==> src/inc/apcr_pkg.sv <==
// Shared constants and types for the parameter command interpreter.
package apcr_pkg;
    // Register byte offsets.
    localparam logic [7:0] REG_CMD = 8'h00;
    localparam logic [7:0] REG_STATUS = 8'h04;
    localparam logic [7:0] REG_CFG = 8'h08;
    localparam logic [7:0] REG_ADDR = 8'h0c;
    localparam logic [7:0] REG_CHAN = 8'h10;
    // Command word field positions.
    localparam int CMD_VAL_LSB = 0;
    localparam int CMD_VAL_W = 20;
    localparam int CMD_ID_LSB = 24;
    // Value limits.
    localparam logic [19:0] MAX_U16 = 20'h0ffff;
    localparam logic [19:0] MAX_CHAN = 20'h00050;
    localparam logic [19:0] MAX_U8 = 20'h000ff;
    localparam logic [19:0] MAX_U3 = 20'h00007;
    localparam logic [19:0] MAX_U2 = 20'h00003;
    localparam logic [19:0] MAX_U1 = 20'h00001;
    localparam logic [19:0] MAX_UART = 20'h0001f;
    localparam logic [19:0] MAX_WOR = 20'h0000f;
    // Working modes on the mode pins.
    localparam logic [1:0] MODE_NORMAL = 2'h0;
    localparam logic [1:0] MODE_CONFIG = 2'h2;
    localparam logic [1:0] MODE_SLEEP = 2'h3;
    // Timing.
    localparam longint CLK_HZ = 40000000;
    localparam longint UPG_TIME_S = 60;
    localparam longint UPG_CYCLES_L = UPG_TIME_S * CLK_HZ;
    localparam longint RELOAD_TIME_US = 100;
    localparam logic [11:0] RELOAD_CYCLES = 12'((RELOAD_TIME_US * CLK_HZ) / 1000000);
    localparam logic [2:0] BAUD_UPGRADE = 3'h7;
    // Reset values of the settings.
    localparam logic [2:0] RST_BAUD = 3'h3;
    localparam logic [15:0] RST_ADDR = 16'h0000;

    typedef enum logic [4:0]
    {
        CMD_UART = 5'b00000,
        CMD_RATE = 5'b00001,
        CMD_PACKET = 5'b00010,
        CMD_WOR = 5'b00011,
        CMD_POWER = 5'b00100,
        CMD_TRANS = 5'b00101,
        CMD_ROUTER = 5'b00110,
        CMD_LBT = 5'b00111,
        CMD_ERSSI = 5'b01000,
        CMD_DRSSI = 5'b01001,
        CMD_ADDR = 5'b01010,
        CMD_CHANNEL = 5'b01011,
        CMD_NETID = 5'b01100,
        CMD_KEY = 5'b01101,
        CMD_DELAY = 5'b01110,
        CMD_UPGRADE = 5'b01111
    } apcr_cmd_t;

    typedef struct packed {
        logic [2:0] baud;
        logic [1:0] parity;
        logic [2:0] air;
        logic [1:0] packet;
        logic wor_role;
        logic [2:0] wor_period;
        logic [1:0] power;
        logic trans;
        logic router;
        logic lbt;
        logic erssi;
        logic drssi;
        logic [15:0] addr;
        logic [6:0] channel;
        logic [7:0] netid;
        logic [15:0] key;
        logic [15:0] delay;
    } apcr_cfg_t;

    localparam apcr_cfg_t CFG_RESET = '{baud: RST_BAUD, addr: RST_ADDR, default: '0};

    typedef struct packed {
        logic valid;
        logic [7:0] netid;
        logic [15:0] addr;
    } apcr_pkt_t;
endpackage : apcr_pkg

==> src/logic/apcr_relay.sv <==
// Parameter command interpreter with upgrade timer and relay steering.
// Function
// RULE1: good command answers OK, bad answers ERR
// RULE2: 3-bit serial rate code, 1200 to 115200
// RULE3: 2-bit framing code, none/odd/even parity
// RULE4: 3-bit air rate code, 2.4k to 62.5k
// RULE5: 2-bit packet length code, 240 to 32
// RULE6: wake role bit and 3-bit period
// RULE7: 2-bit power code, two variants
// RULE8: one transport bit, transparent or fixed
// RULE9: relay, LBT, noise, data strength switches
// RULE10: address 0 to 65535, else ERR
// RULE11: channel 0 to 80, else ERR
// RULE12: network ID 0 to 255
// RULE13: key 0 to 65535
// RULE14: delayed sleep 0 to 65535
// RULE15: upgrade command only in configuration mode
// RULE16: upgrade exits after 60 s powered
// RULE17: upgrade forces 115200 and log output
// RULE18: relay starts on entering normal mode
// RULE19: forward between the two address networks
// RULE20: relay blocks host data and sleep
// RULE21: reload with status low after sleep/reset
// RULE22: deliver only packets with own address
`timescale 1ns/1ps
`default_nettype none
module apcr_relay
    import apcr_pkg::*;
#(
    parameter logic [31:0] UPG_CYCLES = 32'(UPG_CYCLES_L)
)
(
    input wire logic pclk, // Clock, 40 MHz.
    input wire logic presetn, // Asynchronous reset, active low.
    input wire logic psel, // APB select.
    input wire logic penable, // APB enable.
    input wire logic pwrite, // APB direction.
    input wire logic [7:0] paddr, // APB byte address.
    input wire logic [31:0] pwdata, // APB write data.
    output logic [31:0] prdata, // APB read data.
    output logic pready, // APB ready.
    output logic pslverr, // APB error.
    input wire logic [1:0] work_mode, // Mode pins.
    input wire logic power_high_variant, // High-power variant strap.
    input wire logic upgrade_restore, // Upgrade still pending from before reset.
    output logic upgrade_pending, // Upgrade pending, kept across restart.
    input wire apcr_pkg::apcr_pkt_t rx_pkt, // Received packet header.
    output apcr_pkg::apcr_pkt_t fwd_pkt, // Packet to forward by radio.
    output logic host_deliver, // Pass received packet to host.
    output logic host_tx_ready, // Host data may be taken.
    output logic low_power_allowed, // Low-power operation allowed.
    output logic aux_idle, // Status output, low while reloading.
    output logic log_enable, // Upgrade log text enabled.
    output logic [16:0] serial_baud, // Effective serial rate in baud.
    output logic [1:0] serial_parity, // 0 none, 1 odd, 2 even.
    output logic [9:0] air_rate_100bps, // Air rate in units of 100 bit/s.
    output logic [7:0] packet_bytes, // Radio packet length limit.
    output logic wor_sender, // Wake role, 1 sender.
    output logic [11:0] wor_period_ms, // Wake period in ms.
    output logic [4:0] tx_power_dbm, // Transmit power in dBm.
    output apcr_pkg::apcr_cfg_t cfg // Current settings.
);
    import apcr_pkg::*;

    function automatic logic [16:0] baud_of(input logic [2:0] code);
        logic [16:0] b;
        b = 17'h0;
        unique case (code)
            3'h0: b = 17'd1200;
            3'h1: b = 17'd2400;
            3'h2: b = 17'd4800;
            3'h3: b = 17'd9600;
            3'h4: b = 17'd19200;
            3'h5: b = 17'd38400;
            3'h6: b = 17'd57600;
            3'h7: b = 17'd115200;
        endcase
        return b;
    endfunction : baud_of

    function automatic logic [9:0] air_of(input logic [2:0] code);
        logic [9:0] r;
        r = 10'd24;
        unique case (code)
            3'h0, 3'h1, 3'h2: r = 10'd24;
            3'h3: r = 10'd48;
            3'h4: r = 10'd96;
            3'h5: r = 10'd192;
            3'h6: r = 10'd384;
            3'h7: r = 10'd625;
        endcase
        return r;
    endfunction : air_of

    function automatic logic [4:0] power_of(input logic [1:0] code, input logic high);
        logic [4:0] p;
        p = 5'd0;
        unique case (code)
            2'h0: p = high ? 5'd30 : 5'd22;
            2'h1: p = high ? 5'd27 : 5'd17;
            2'h2: p = high ? 5'd24 : 5'd13;
            2'h3: p = high ? 5'd21 : 5'd10;
        endcase
        return p;
    endfunction : power_of

    // Bus decode.
    wire logic acc_phase = psel & penable;
    wire logic bus_done = acc_phase & pready;
    wire logic wr_done = bus_done & pwrite;
    wire logic addr_ok = (paddr == REG_CMD) | (paddr == REG_STATUS) | (paddr == REG_CFG) |
        (paddr == REG_ADDR) | (paddr == REG_CHAN);
    wire logic cmd_wr = wr_done & (paddr == REG_CMD);
    wire logic [4:0] cmd_id = pwdata[CMD_ID_LSB +: 5];
    wire logic [19:0] cmd_val = pwdata[CMD_VAL_LSB +: CMD_VAL_W];

    apcr_cfg_t cfg_r;
    apcr_cfg_t cfg_nxt;
    logic in_config;
    logic val_ok;
    logic upgrade_r;
    logic upgrade_nxt;
    logic [31:0] upg_cnt_r;
    logic [4:0] last_cmd_r;
    logic ok_r;
    logic err_r;
    logic [11:0] reload_cnt_r;
    logic [1:0] mode_prev_r;
    logic restore_seen_r;
    logic relay_r;
    logic pready_r;
    logic pslverr_r;
    logic [31:0] prdata_r;
    logic [31:0] rd_mux;
    apcr_pkt_t fwd_r;
    logic deliver_r;

    assign in_config = (work_mode == MODE_CONFIG) & (reload_cnt_r == 12'h0);

    // Value range check and field update per command.
    always_comb
    begin
        cfg_nxt = cfg_r;
        upgrade_nxt = 1'b0;
        val_ok = 1'b1;
        unique case (apcr_cmd_t'(cmd_id))
            // RULE2 RULE3: rate and framing
            CMD_UART: val_ok = cmd_val <= MAX_UART;
            // RULE4: air rate code
            CMD_RATE: val_ok = cmd_val <= MAX_U3;
            // RULE5: packet length code
            CMD_PACKET: val_ok = cmd_val <= MAX_U2;
            // RULE6: role and period
            CMD_WOR: val_ok = cmd_val <= MAX_WOR;
            // RULE7: power code
            CMD_POWER: val_ok = cmd_val <= MAX_U2;
            // RULE8 RULE9: single-bit switches
            CMD_TRANS, CMD_ROUTER, CMD_LBT, CMD_ERSSI, CMD_DRSSI: val_ok = cmd_val <= MAX_U1;
            // RULE10 RULE13 RULE14: 16-bit values
            CMD_ADDR, CMD_KEY, CMD_DELAY: val_ok = cmd_val <= MAX_U16;
            // RULE11: channel range
            CMD_CHANNEL: val_ok = cmd_val <= MAX_CHAN;
            // RULE12: network ID range
            CMD_NETID: val_ok = cmd_val <= MAX_U8;
            // RULE15: upgrade request
            CMD_UPGRADE: upgrade_nxt = 1'b1;
            default: val_ok = 1'b0;
        endcase
        unique case (apcr_cmd_t'(cmd_id))
            CMD_UART: {cfg_nxt.parity, cfg_nxt.baud} = cmd_val[4:0];
            CMD_RATE: cfg_nxt.air = cmd_val[2:0];
            CMD_PACKET: cfg_nxt.packet = cmd_val[1:0];
            CMD_WOR: {cfg_nxt.wor_role, cfg_nxt.wor_period} = cmd_val[3:0];
            CMD_POWER: cfg_nxt.power = cmd_val[1:0];
            CMD_TRANS: cfg_nxt.trans = cmd_val[0];
            CMD_ROUTER: cfg_nxt.router = cmd_val[0];
            CMD_LBT: cfg_nxt.lbt = cmd_val[0];
            CMD_ERSSI: cfg_nxt.erssi = cmd_val[0];
            CMD_DRSSI: cfg_nxt.drssi = cmd_val[0];
            CMD_ADDR: cfg_nxt.addr = cmd_val[15:0];
            CMD_CHANNEL: cfg_nxt.channel = cmd_val[6:0];
            CMD_NETID: cfg_nxt.netid = cmd_val[7:0];
            CMD_KEY: cfg_nxt.key = cmd_val[15:0];
            CMD_DELAY: cfg_nxt.delay = cmd_val[15:0];
            default: cfg_nxt = cfg_r;
        endcase
    end

    // RULE1: accept or refuse
    wire logic cmd_accept = cmd_wr & in_config & val_ok;
    wire logic cmd_refuse = cmd_wr & ~(in_config & val_ok);

    always_ff @(posedge pclk or negedge presetn)
    begin
        if (!presetn)
        begin
            cfg_r <= CFG_RESET;
            last_cmd_r <= 5'h0;
            ok_r <= 1'b0;
            err_r <= 1'b0;
        end
        else if (cmd_wr)
        begin
            if (cmd_accept)
            begin
                cfg_r <= cfg_nxt;
            end
            last_cmd_r <= cmd_id;
            ok_r <= cmd_accept;
            err_r <= cmd_refuse;
        end
    end

    // The pending strap is caught at the first edge after reset release.
    always_ff @(posedge pclk or negedge presetn)
    begin
        if (!presetn)
        begin
            restore_seen_r <= 1'b0;
            upgrade_r <= 1'b0;
            upg_cnt_r <= 32'h0;
        end
        else
        begin
            restore_seen_r <= 1'b1;
            if (!restore_seen_r && upgrade_restore)
            begin
                // RULE16: restart resumes upgrade
                upgrade_r <= 1'b1;
                upg_cnt_r <= 32'h0;
            end
            else if (cmd_accept && upgrade_nxt)
            begin
                // RULE15: enter upgrade mode
                upgrade_r <= 1'b1;
                upg_cnt_r <= 32'h0;
            end
            else if (upgrade_r)
            begin
                // RULE16: timed automatic exit
                if (upg_cnt_r >= UPG_CYCLES - 32'h1)
                begin
                    upgrade_r <= 1'b0;
                    upg_cnt_r <= 32'h0;
                end
                else
                begin
                    upg_cnt_r <= upg_cnt_r + 32'h1;
                end
            end
        end
    end

    // Reload window after reset and after leaving sleep.
    always_ff @(posedge pclk or negedge presetn)
    begin
        if (!presetn)
        begin
            reload_cnt_r <= RELOAD_CYCLES;
            mode_prev_r <= MODE_SLEEP;
        end
        else
        begin
            mode_prev_r <= work_mode;
            // RULE21: reload after sleep
            if (mode_prev_r == MODE_SLEEP && work_mode != MODE_SLEEP)
            begin
                reload_cnt_r <= RELOAD_CYCLES;
            end
            else if (reload_cnt_r != 12'h0)
            begin
                reload_cnt_r <= reload_cnt_r - 12'h1;
            end
        end
    end

    // Relay becomes active only on a switch into normal mode.
    always_ff @(posedge pclk or negedge presetn)
    begin
        if (!presetn)
        begin
            relay_r <= 1'b0;
        end
        else if (work_mode != MODE_NORMAL)
        begin
            relay_r <= 1'b0;
        end
        // RULE18: start on mode switch
        else if (mode_prev_r != MODE_NORMAL && reload_cnt_r == 12'h0)
        begin
            relay_r <= cfg_r.router;
        end
    end

    wire logic from_high = rx_pkt.netid == cfg_r.addr[15:8];
    wire logic from_low = rx_pkt.netid == cfg_r.addr[7:0];
    wire logic addr_match = rx_pkt.addr == cfg_r.addr;

    always_ff @(posedge pclk or negedge presetn)
    begin
        if (!presetn)
        begin
            fwd_r <= '0;
            deliver_r <= 1'b0;
        end
        else
        begin
            // RULE19: cross-network forwarding
            fwd_r.valid <= rx_pkt.valid & relay_r & (from_high | from_low);
            fwd_r.netid <= from_high ? cfg_r.addr[7:0] : cfg_r.addr[15:8];
            fwd_r.addr <= rx_pkt.addr;
            // RULE22: address filter
            // RULE20: no host output in relay
            deliver_r <= rx_pkt.valid & ~relay_r & addr_match & (work_mode != MODE_CONFIG);
        end
    end

    // Read mux; the key is never readable.
    always_comb
    begin
        rd_mux = 32'h0;
        unique case (paddr)
            REG_STATUS: rd_mux = {14'h0, reload_cnt_r == 12'h0, relay_r, upgrade_r, last_cmd_r,
                work_mode, 6'h0, err_r, ok_r};
            REG_CFG: rd_mux = {11'h0, cfg_r.drssi, cfg_r.erssi, cfg_r.lbt, cfg_r.router, cfg_r.trans,
                cfg_r.power, cfg_r.wor_role, cfg_r.wor_period, cfg_r.packet, cfg_r.air, cfg_r.parity,
                cfg_r.baud};
            REG_ADDR: rd_mux = {8'h0, cfg_r.netid, cfg_r.addr};
            REG_CHAN: rd_mux = {9'h0, cfg_r.channel, cfg_r.delay};
            default: rd_mux = 32'h0;
        endcase
    end

    // One wait state: ready rises in the second access cycle.
    always_ff @(posedge pclk or negedge presetn)
    begin
        if (!presetn)
        begin
            pready_r <= 1'b0;
            pslverr_r <= 1'b0;
            prdata_r <= 32'h0;
        end
        else
        begin
            pready_r <= acc_phase & ~pready_r;
            pslverr_r <= acc_phase & ~pready_r & ~addr_ok;
            if (acc_phase && !pready_r && !pwrite)
            begin
                prdata_r <= rd_mux;
            end
        end
    end

    assign pready = pready_r;
    assign pslverr = pslverr_r;
    assign prdata = prdata_r;
    assign cfg = cfg_r;
    assign fwd_pkt = fwd_r;
    assign host_deliver = deliver_r;
    // RULE20: relay blocks host and sleep
    assign host_tx_ready = ~relay_r & (reload_cnt_r == 12'h0);
    assign low_power_allowed = ~relay_r;
    // RULE21: status low while reloading
    assign aux_idle = reload_cnt_r == 12'h0;
    assign upgrade_pending = upgrade_r;
    // RULE17: upgrade rate and log
    assign log_enable = upgrade_r;
    assign serial_baud = baud_of(upgrade_r ? BAUD_UPGRADE : cfg_r.baud);
    assign serial_parity = (cfg_r.parity == 2'h3) ? 2'h0 : cfg_r.parity;
    assign air_rate_100bps = air_of(cfg_r.air);
    assign packet_bytes = (cfg_r.packet == 2'h0) ? 8'd240 : 8'(9'd256 >> cfg_r.packet);
    assign wor_sender = cfg_r.wor_role;
    assign wor_period_ms = 12'(({9'h0, cfg_r.wor_period} + 12'h1) * 12'd500);
    assign tx_power_dbm = power_of(cfg_r.power, power_high_variant);
endmodule : apcr_relay
`default_nettype wire
==> config.mk <==
export PLATFORM = sky130hd
export DESIGN_NAME = apcr_relay
export DESIGN_NICKNAME = d
export VERILOG_FILES = /design/src/inc/apcr_pkg.sv /design/src/logic/apcr_relay.sv
export SDC_FILE = /design/constraint.sdc
export NUM_CORES = 1
export LEC_CHECK = 0
export ABC_CLOCK_PERIOD_IN_PS = 4200
export BUFFER_PORTS_ARGS = -buffer_cell sky130_fd_sc_hd__buf_4
export CAP_MARGIN = 20
export CORE_ASPECT_RATIO = 0.8
export CORE_UTILIZATION = 53
export CTS_CLUSTER_SIZE = 28
export DETAILED_ROUTE_END_ITERATION = 12
export PLACE_DENSITY_LB_ADDON = 0.1
export SYNTH_ARGS = -nofsm -noshare
export SYNTH_HDL_FRONTEND = slang
export SYNTH_SLANG_ARGS = --single-unit
==> constraint.sdc <==
create_clock -name pclk -period 4.2 [get_ports pclk]
set_input_delay 0.42 -clock pclk [delete_from_list [all_inputs] [get_ports pclk]]
set_output_delay 0.42 -clock pclk [all_outputs]
set_load 0.01 [all_outputs]
Word level (Yosys, flattened, before mapping) --
Memory sizes are Yosys's and may differ from the RTL's. Cells that the tools add are included.
Cells by class: $add $sub $neg 3, reduce and logical (&&, ||, !) cells 38, eq/ne operators 30, magnitude comparators 9, muxes and demuxes 24, bitwise operators 26, multipliers 1, shifts and indexed selects 1
Operators by type and width (count):
- 32-bit two-way mux | 4
- 24-bit case mux with 4 select lines | 1
- 3-bit AND reduction | 15
- 5-bit by 4-bit == test with 1-bit output, second input constant | 8
- 32-bit by 1-bit adder with 32-bit output, second input constant | 1
- 32-bit >= comparator, second input constant | 1
- 12-bit two-way mux | 2
- 5-bit by 3-bit == test with 1-bit output, second input constant | 4
- 20-bit by 1-bit less-or-equal comparator with 1-bit output, second input constant | 1
- 20-bit by 16-bit less-or-equal comparator with 1-bit output, second input constant | 1
- 20-bit by 2-bit less-or-equal comparator with 1-bit output, second input constant | 1
- 20-bit by 3-bit less-or-equal comparator with 1-bit output, second input constant | 1
- 20-bit by 4-bit less-or-equal comparator with 1-bit output, second input constant | 1
- 20-bit by 5-bit less-or-equal comparator with 1-bit output, second input constant | 1
- 20-bit by 7-bit less-or-equal comparator with 1-bit output, second input constant | 1
- 20-bit by 8-bit less-or-equal comparator with 1-bit output, second input constant | 1
- 5-bit case mux with 4 select lines | 1
- 1-bit AND | 17
- 16-bit == test | 1
- 8-bit by 4-bit == test with 1-bit output, second input constant | 2
- 8-bit == test | 2
- 8-bit two-way mux | 2
- 12-bit zero test | 1
- 12-bit nonzero test | 1
- 29 further kinds | 61
Storage, ports and cells: logic and storage cells 167, bits in read-only memories 168, memories kept 2, bits in registers 200, output and inout bits 204, bits of input ports 74
Memory list:
- (name not given) | words 8, bits a word 13, rd ports 1, clocked after Yosys merged registers in 0, wr ports 0, RTL line apcr_relay.sv:68 | unique case (code)
- (name not given) | words 8, bits a word 8, rd ports 1, clocked after Yosys merged registers in 0, wr ports 0, RTL line apcr_relay.sv:84 | unique case (code)

Logic depth before layout (Yosys ltp) --
word-level depth 9, depth in mapped cells 14, gate-level depth less buffers 13

Worst setup path before layout --
No wires, ideal clock.
path kind register to output, start register cfg_r (netlist bit cfg[70]), end output port wor_period_ms[11], buffers on the path 0, setup slack 0.468 ns, required time 3.780 ns, stages on the path, launching flop included 14, data arrival time 3.312 ns, cells stage by stage dfrtp_1 -> ha_1 -> xor2_1 -> inv_1 -> fa_1 -> fa_1 -> inv_1 -> ha_1 -> a21o_1 -> a21oi_1 -> nor2b_1 -> nor2_1 -> o22ai_1 -> xnor2_1
On the way: cells in the longest elaborated chain, start to end 2
RTL lines:
- start, declared | RTL line apcr_relay.sv:117 | apcr_cfg_t cfg_r;
- start signal, assigned | RTL line apcr_relay.sv:206 | cfg_r <= cfg_nxt;
- 3-bit by 1-bit adder with 4-bit output | RTL line apcr_relay.sv:373 | assign wor_period_ms = 12'(({9'h0, cfg_r.wor_period} + 12'h1) * 12'd500);
- 4-bit by 7-bit multiplier with 10-bit output | RTL line apcr_relay.sv:373
- end, declared | RTL line apcr_relay.sv:59 | output logic [11:0] wor_period_ms,
Every way passes these cells.

Worst setup path after layout --
start register cfg_r (netlist bit cfg[71]), end output port wor_period_ms[11]
Same word-level chain as after synthesis.

==> flow_summary.ini <==
[run_status]
outcome = finished, final reports clean

[critical_path]
cp.arrival_ns = 3.63
r2r_end = cfg[22]$_DFFE_PN0P_
regToRegStartpoint = reload_cnt_r[2]$_DFFE_PN0P_
reg2reg_depth = 8
worstSetupPathType = reg -> out
startpoint_type = flip-flop
required_ns = 3.78
worstSetupEndpointType = primary output
critPathMaxFanout = 4
reg2reg_setup_slack_ns = 1.05

[detailed_routing]
vias = 8705
vias_per_cell = 5.82
drc = 0
drt-initial-drc-count = 770
wire_per_inst_um = 20.1
final_antenna_net_count = 0
first_pass_iters = 5
routed_wl_mm = 30.0

[logic_synthesis]
ys_seq_area_share_pct = 46.4
syn_area_per_cell_um2 = 10.6
synthCells = 982
synth_top_area_share_pct = 43.9
synth_flop_cell = dfrtp_1
synth_top_area_cell = dfrtp_1
syn_area_um2 = 10400
synth_area_leaders = dfrtp_1 44%, mux2_2 10%, ha_1 3.3%
ys_async_sr_fraction_pct = 100
ys_top_cells_by_count = 182 x dfrtp_1, 95 x mux2_2, 66 x nand2_1
ys_ff_latch = 192
synth_edf_count = 0
ys_types = 73
ys_warn_count = 0
synth_most_common_cell = dfrtp_1

[sta]
min_period_over_period_pct = 96.5
worst_pin_slew_ns = 0.970
setup_ws_ns = 0.147
fmax_ghz = 0.247
post-route-min-period_ns = 4.05
final-max-slew-violation-count = 0
clock_skew_ns = 0.0119
slew-limit-headroom_pct = 35.3
setup_viol = 0
fin_tns_setup_ns = 0
finalHoldViolations = 0

[cells_and_area]
final_area_um2 = 13100
utilization_pct = 68.8
nets = 1333
n_antenna_cell = 0
final_layout_size_suffix_gt1_share_pct = 35.8
area_delta_synth_final_pct = 26.6

[global_routing]
grt_start_max_net_pins = 113
antenna_found_initial = 0
grt_pass1_wl_mm = 46.8
grt_pass1_vias = 8356
grt.total_usage_pct = 30.4
grt-ovfl-total = 0

[power]
clock_power_share_pct = 42.5
seqPwrFrac_pct = 48.8
leakage_uw = 0.00651
sw_frac_of_total_pct = 26.5
power.density_nw_per_um2 = 308
peakVddDrop_mv = 0.273
comb_power_share_pct = 8.6
switchingPower_uw = 1070
internal_power_uw = 2970

[worst_hold_path]
hold_path_class = in -> async

[clock_tree]
clkLatencyLatePin_ns = 0.45
htree_levels = 4
path_clk_slew_ns = 0.08
cts_hold_buffers = 0
clk_path_buf_depth = 2
clock_sinks = 192
clockRootBuffer = clkbuf_16
cts_buffers = 17
cts_tree = yes

[floorplan]
io_pins = 278
die_h_um = 127
die_area_um2 = 20100
die_x_um = 158
core_area_um2 = 19100
rows = 45
start_util_pct = 54.4

[placement]
place.gp.congestion = 0.882
dp_hpwl_mm = 21.6
io_buffers = 250
place_area_um2 = 12400
post-place-ws_ns = 0.346

[job]
cap_viol_max_count = 0
==> sequential cells by signal (all words and copies together), names as in the netlist <==
| register | flops |
|---|---|
| cfg | 83 |
| upg_cnt_r | 32 |
| fwd_pkt | 25 |
| prdata | 24 |
| reload_cnt_r | 12 |
| last_cmd_r | 5 |
| mode_prev_r | 2 |
| err_r | 1 |
| host_deliver | 1 |
| log_enable | 1 |
| ok_r | 1 |
| pready | 1 |
| pslverr | 1 |
| relay_r | 1 |
| restore_seen_r | 1 |
| wor_sender | 1 |
==> worst max path at each step <==
| stage | cells after the start | from | endpoint |
|---|---|---|---|
| final | 14 | cfg[71]$_DFFE_PN0P_ | wor_period_ms[11] |
| after global routing | 15 | cfg[71]$_DFFE_PN0P_ | wor_period_ms[11] |
| after CTS | 13 | cfg[71]$_DFFE_PN0P_ | wor_period_ms[11] |
| after detailed placement | 14 | cfg[71]$_DFFE_PN0P_ | wor_period_ms[11] |
| after global placement | 14 | cfg[71]$_DFFE_PN0P_ | wor_period_ms[11] |
| after floorplan | 13 | cfg[70]$_DFFE_PN0P_ | wor_period_ms[11] |
==> power by group through the flow <==
stage | registers, uW | clock network [uW] | logic, uW
after floorplan | 2000 | 0 | 197
after global placement | 2000 | 0 | 345
after detailed placement | 2010 | 0 | 352
after CTS | 1970 | 1730 | 354
after global routing | 1980 | 1810 | 390
final | 1970 | 1720 | 350
==> cell type report <==
type,count,area (um2)
sequential,192,4820
clock buffer,17,425
timing repair buffer,272,2050
fill,1501,5950
multi-input combinational,712,5210
clock inverter,15,198
inverter,30,114
tap,258,323
==> repair_timing <==
| action | CTS | global route |
|---|---|---|
| endpoints found under the setup margin | 1 | 1 |
| cloned | 0 | 0 |
| setup buffers | 1 | 4 |
| pin swaps | 1 | 2 |
| gates resized for setup | 2 | 7 |
| hold endpoints to repair | 0 | 0 |
==> metrics by stage <==
step / cells / hold slack, ns / power [uW]
after floorplan: 1001 / 0.124 / 2200
after global placement: 1459 / 0.462 / 2350
after detailed placement: 1459 / 0.473 / 2360
after CTS: 1492 / 0.0832 / 4060
after global routing: 1496 / 0.0766 / 4190
final: 1496 / 0.00903 / 4040
==> critical path: stages (launching register included) <==
cell and delay (ns):
dfrtp_2 0.45, ha_4 0.19, xor2_4 0.18, inv_2 0.08
fa_1 0.54, fa_1 0.52, inv_1 0.04, ha_1 0.33
a21o_1 0.19, a21oi_2 0.15, nor2b_1 0.06, nor2_1 0.09
o22ai_1 0.08, xnor2_1 0.15, buf_4 0.14
==> cell usage in the layout, fill, tap and decap left out, types with 17 or more instances in the layout <==
| master | count |
|---|---|
| ha_1 | 26 |
| mux2_2 | 95 |
| inv_1 | 27 |
| nand2_1 | 66 |
| nor4_1 | 23 |
| xor2_1 | 27 |
| nand3_1 | 20 |
| a21oi_1 | 41 |
| nand4_1 | 20 |
| nor3_1 | 39 |
| dfrtp_1 | 181 |
| o21ai_0 | 47 |
| buf_4 | 270 |
| nor2_1 | 63 |
| xnor2_1 | 21 |
| conb_1 | 21 |
| clkbuf_16 | 17 |
==> cell families after synthesis <==
family / count (synthesis) / share of synthesized area, %
AO/OA/AOI/OAI: 155 / 9.78
flip-flops: 192 / 46.4
XOR/XNOR: 49 / 4.14
multiplexers: 112 / 12.0
other: 2 / 0.0724
AND/OR/NAND/NOR: 341 / 18.4
buffers and inverters: 97 / 4.58
adder cells (fa/ha/maj): 34 / 4.61
==> per-layer routing <==
metal	share of wire (%)	vias up	routed length [um]	track usage, %
li1	-	3981	-	-
met1	44	4293	13300	43.8
met2	46	400	13800	46.5
met3	8.5	31	2560	6.24
met4	1.5	0	436	8.54
met5	0	-	0	0
(Power assumes the default switching activity.)
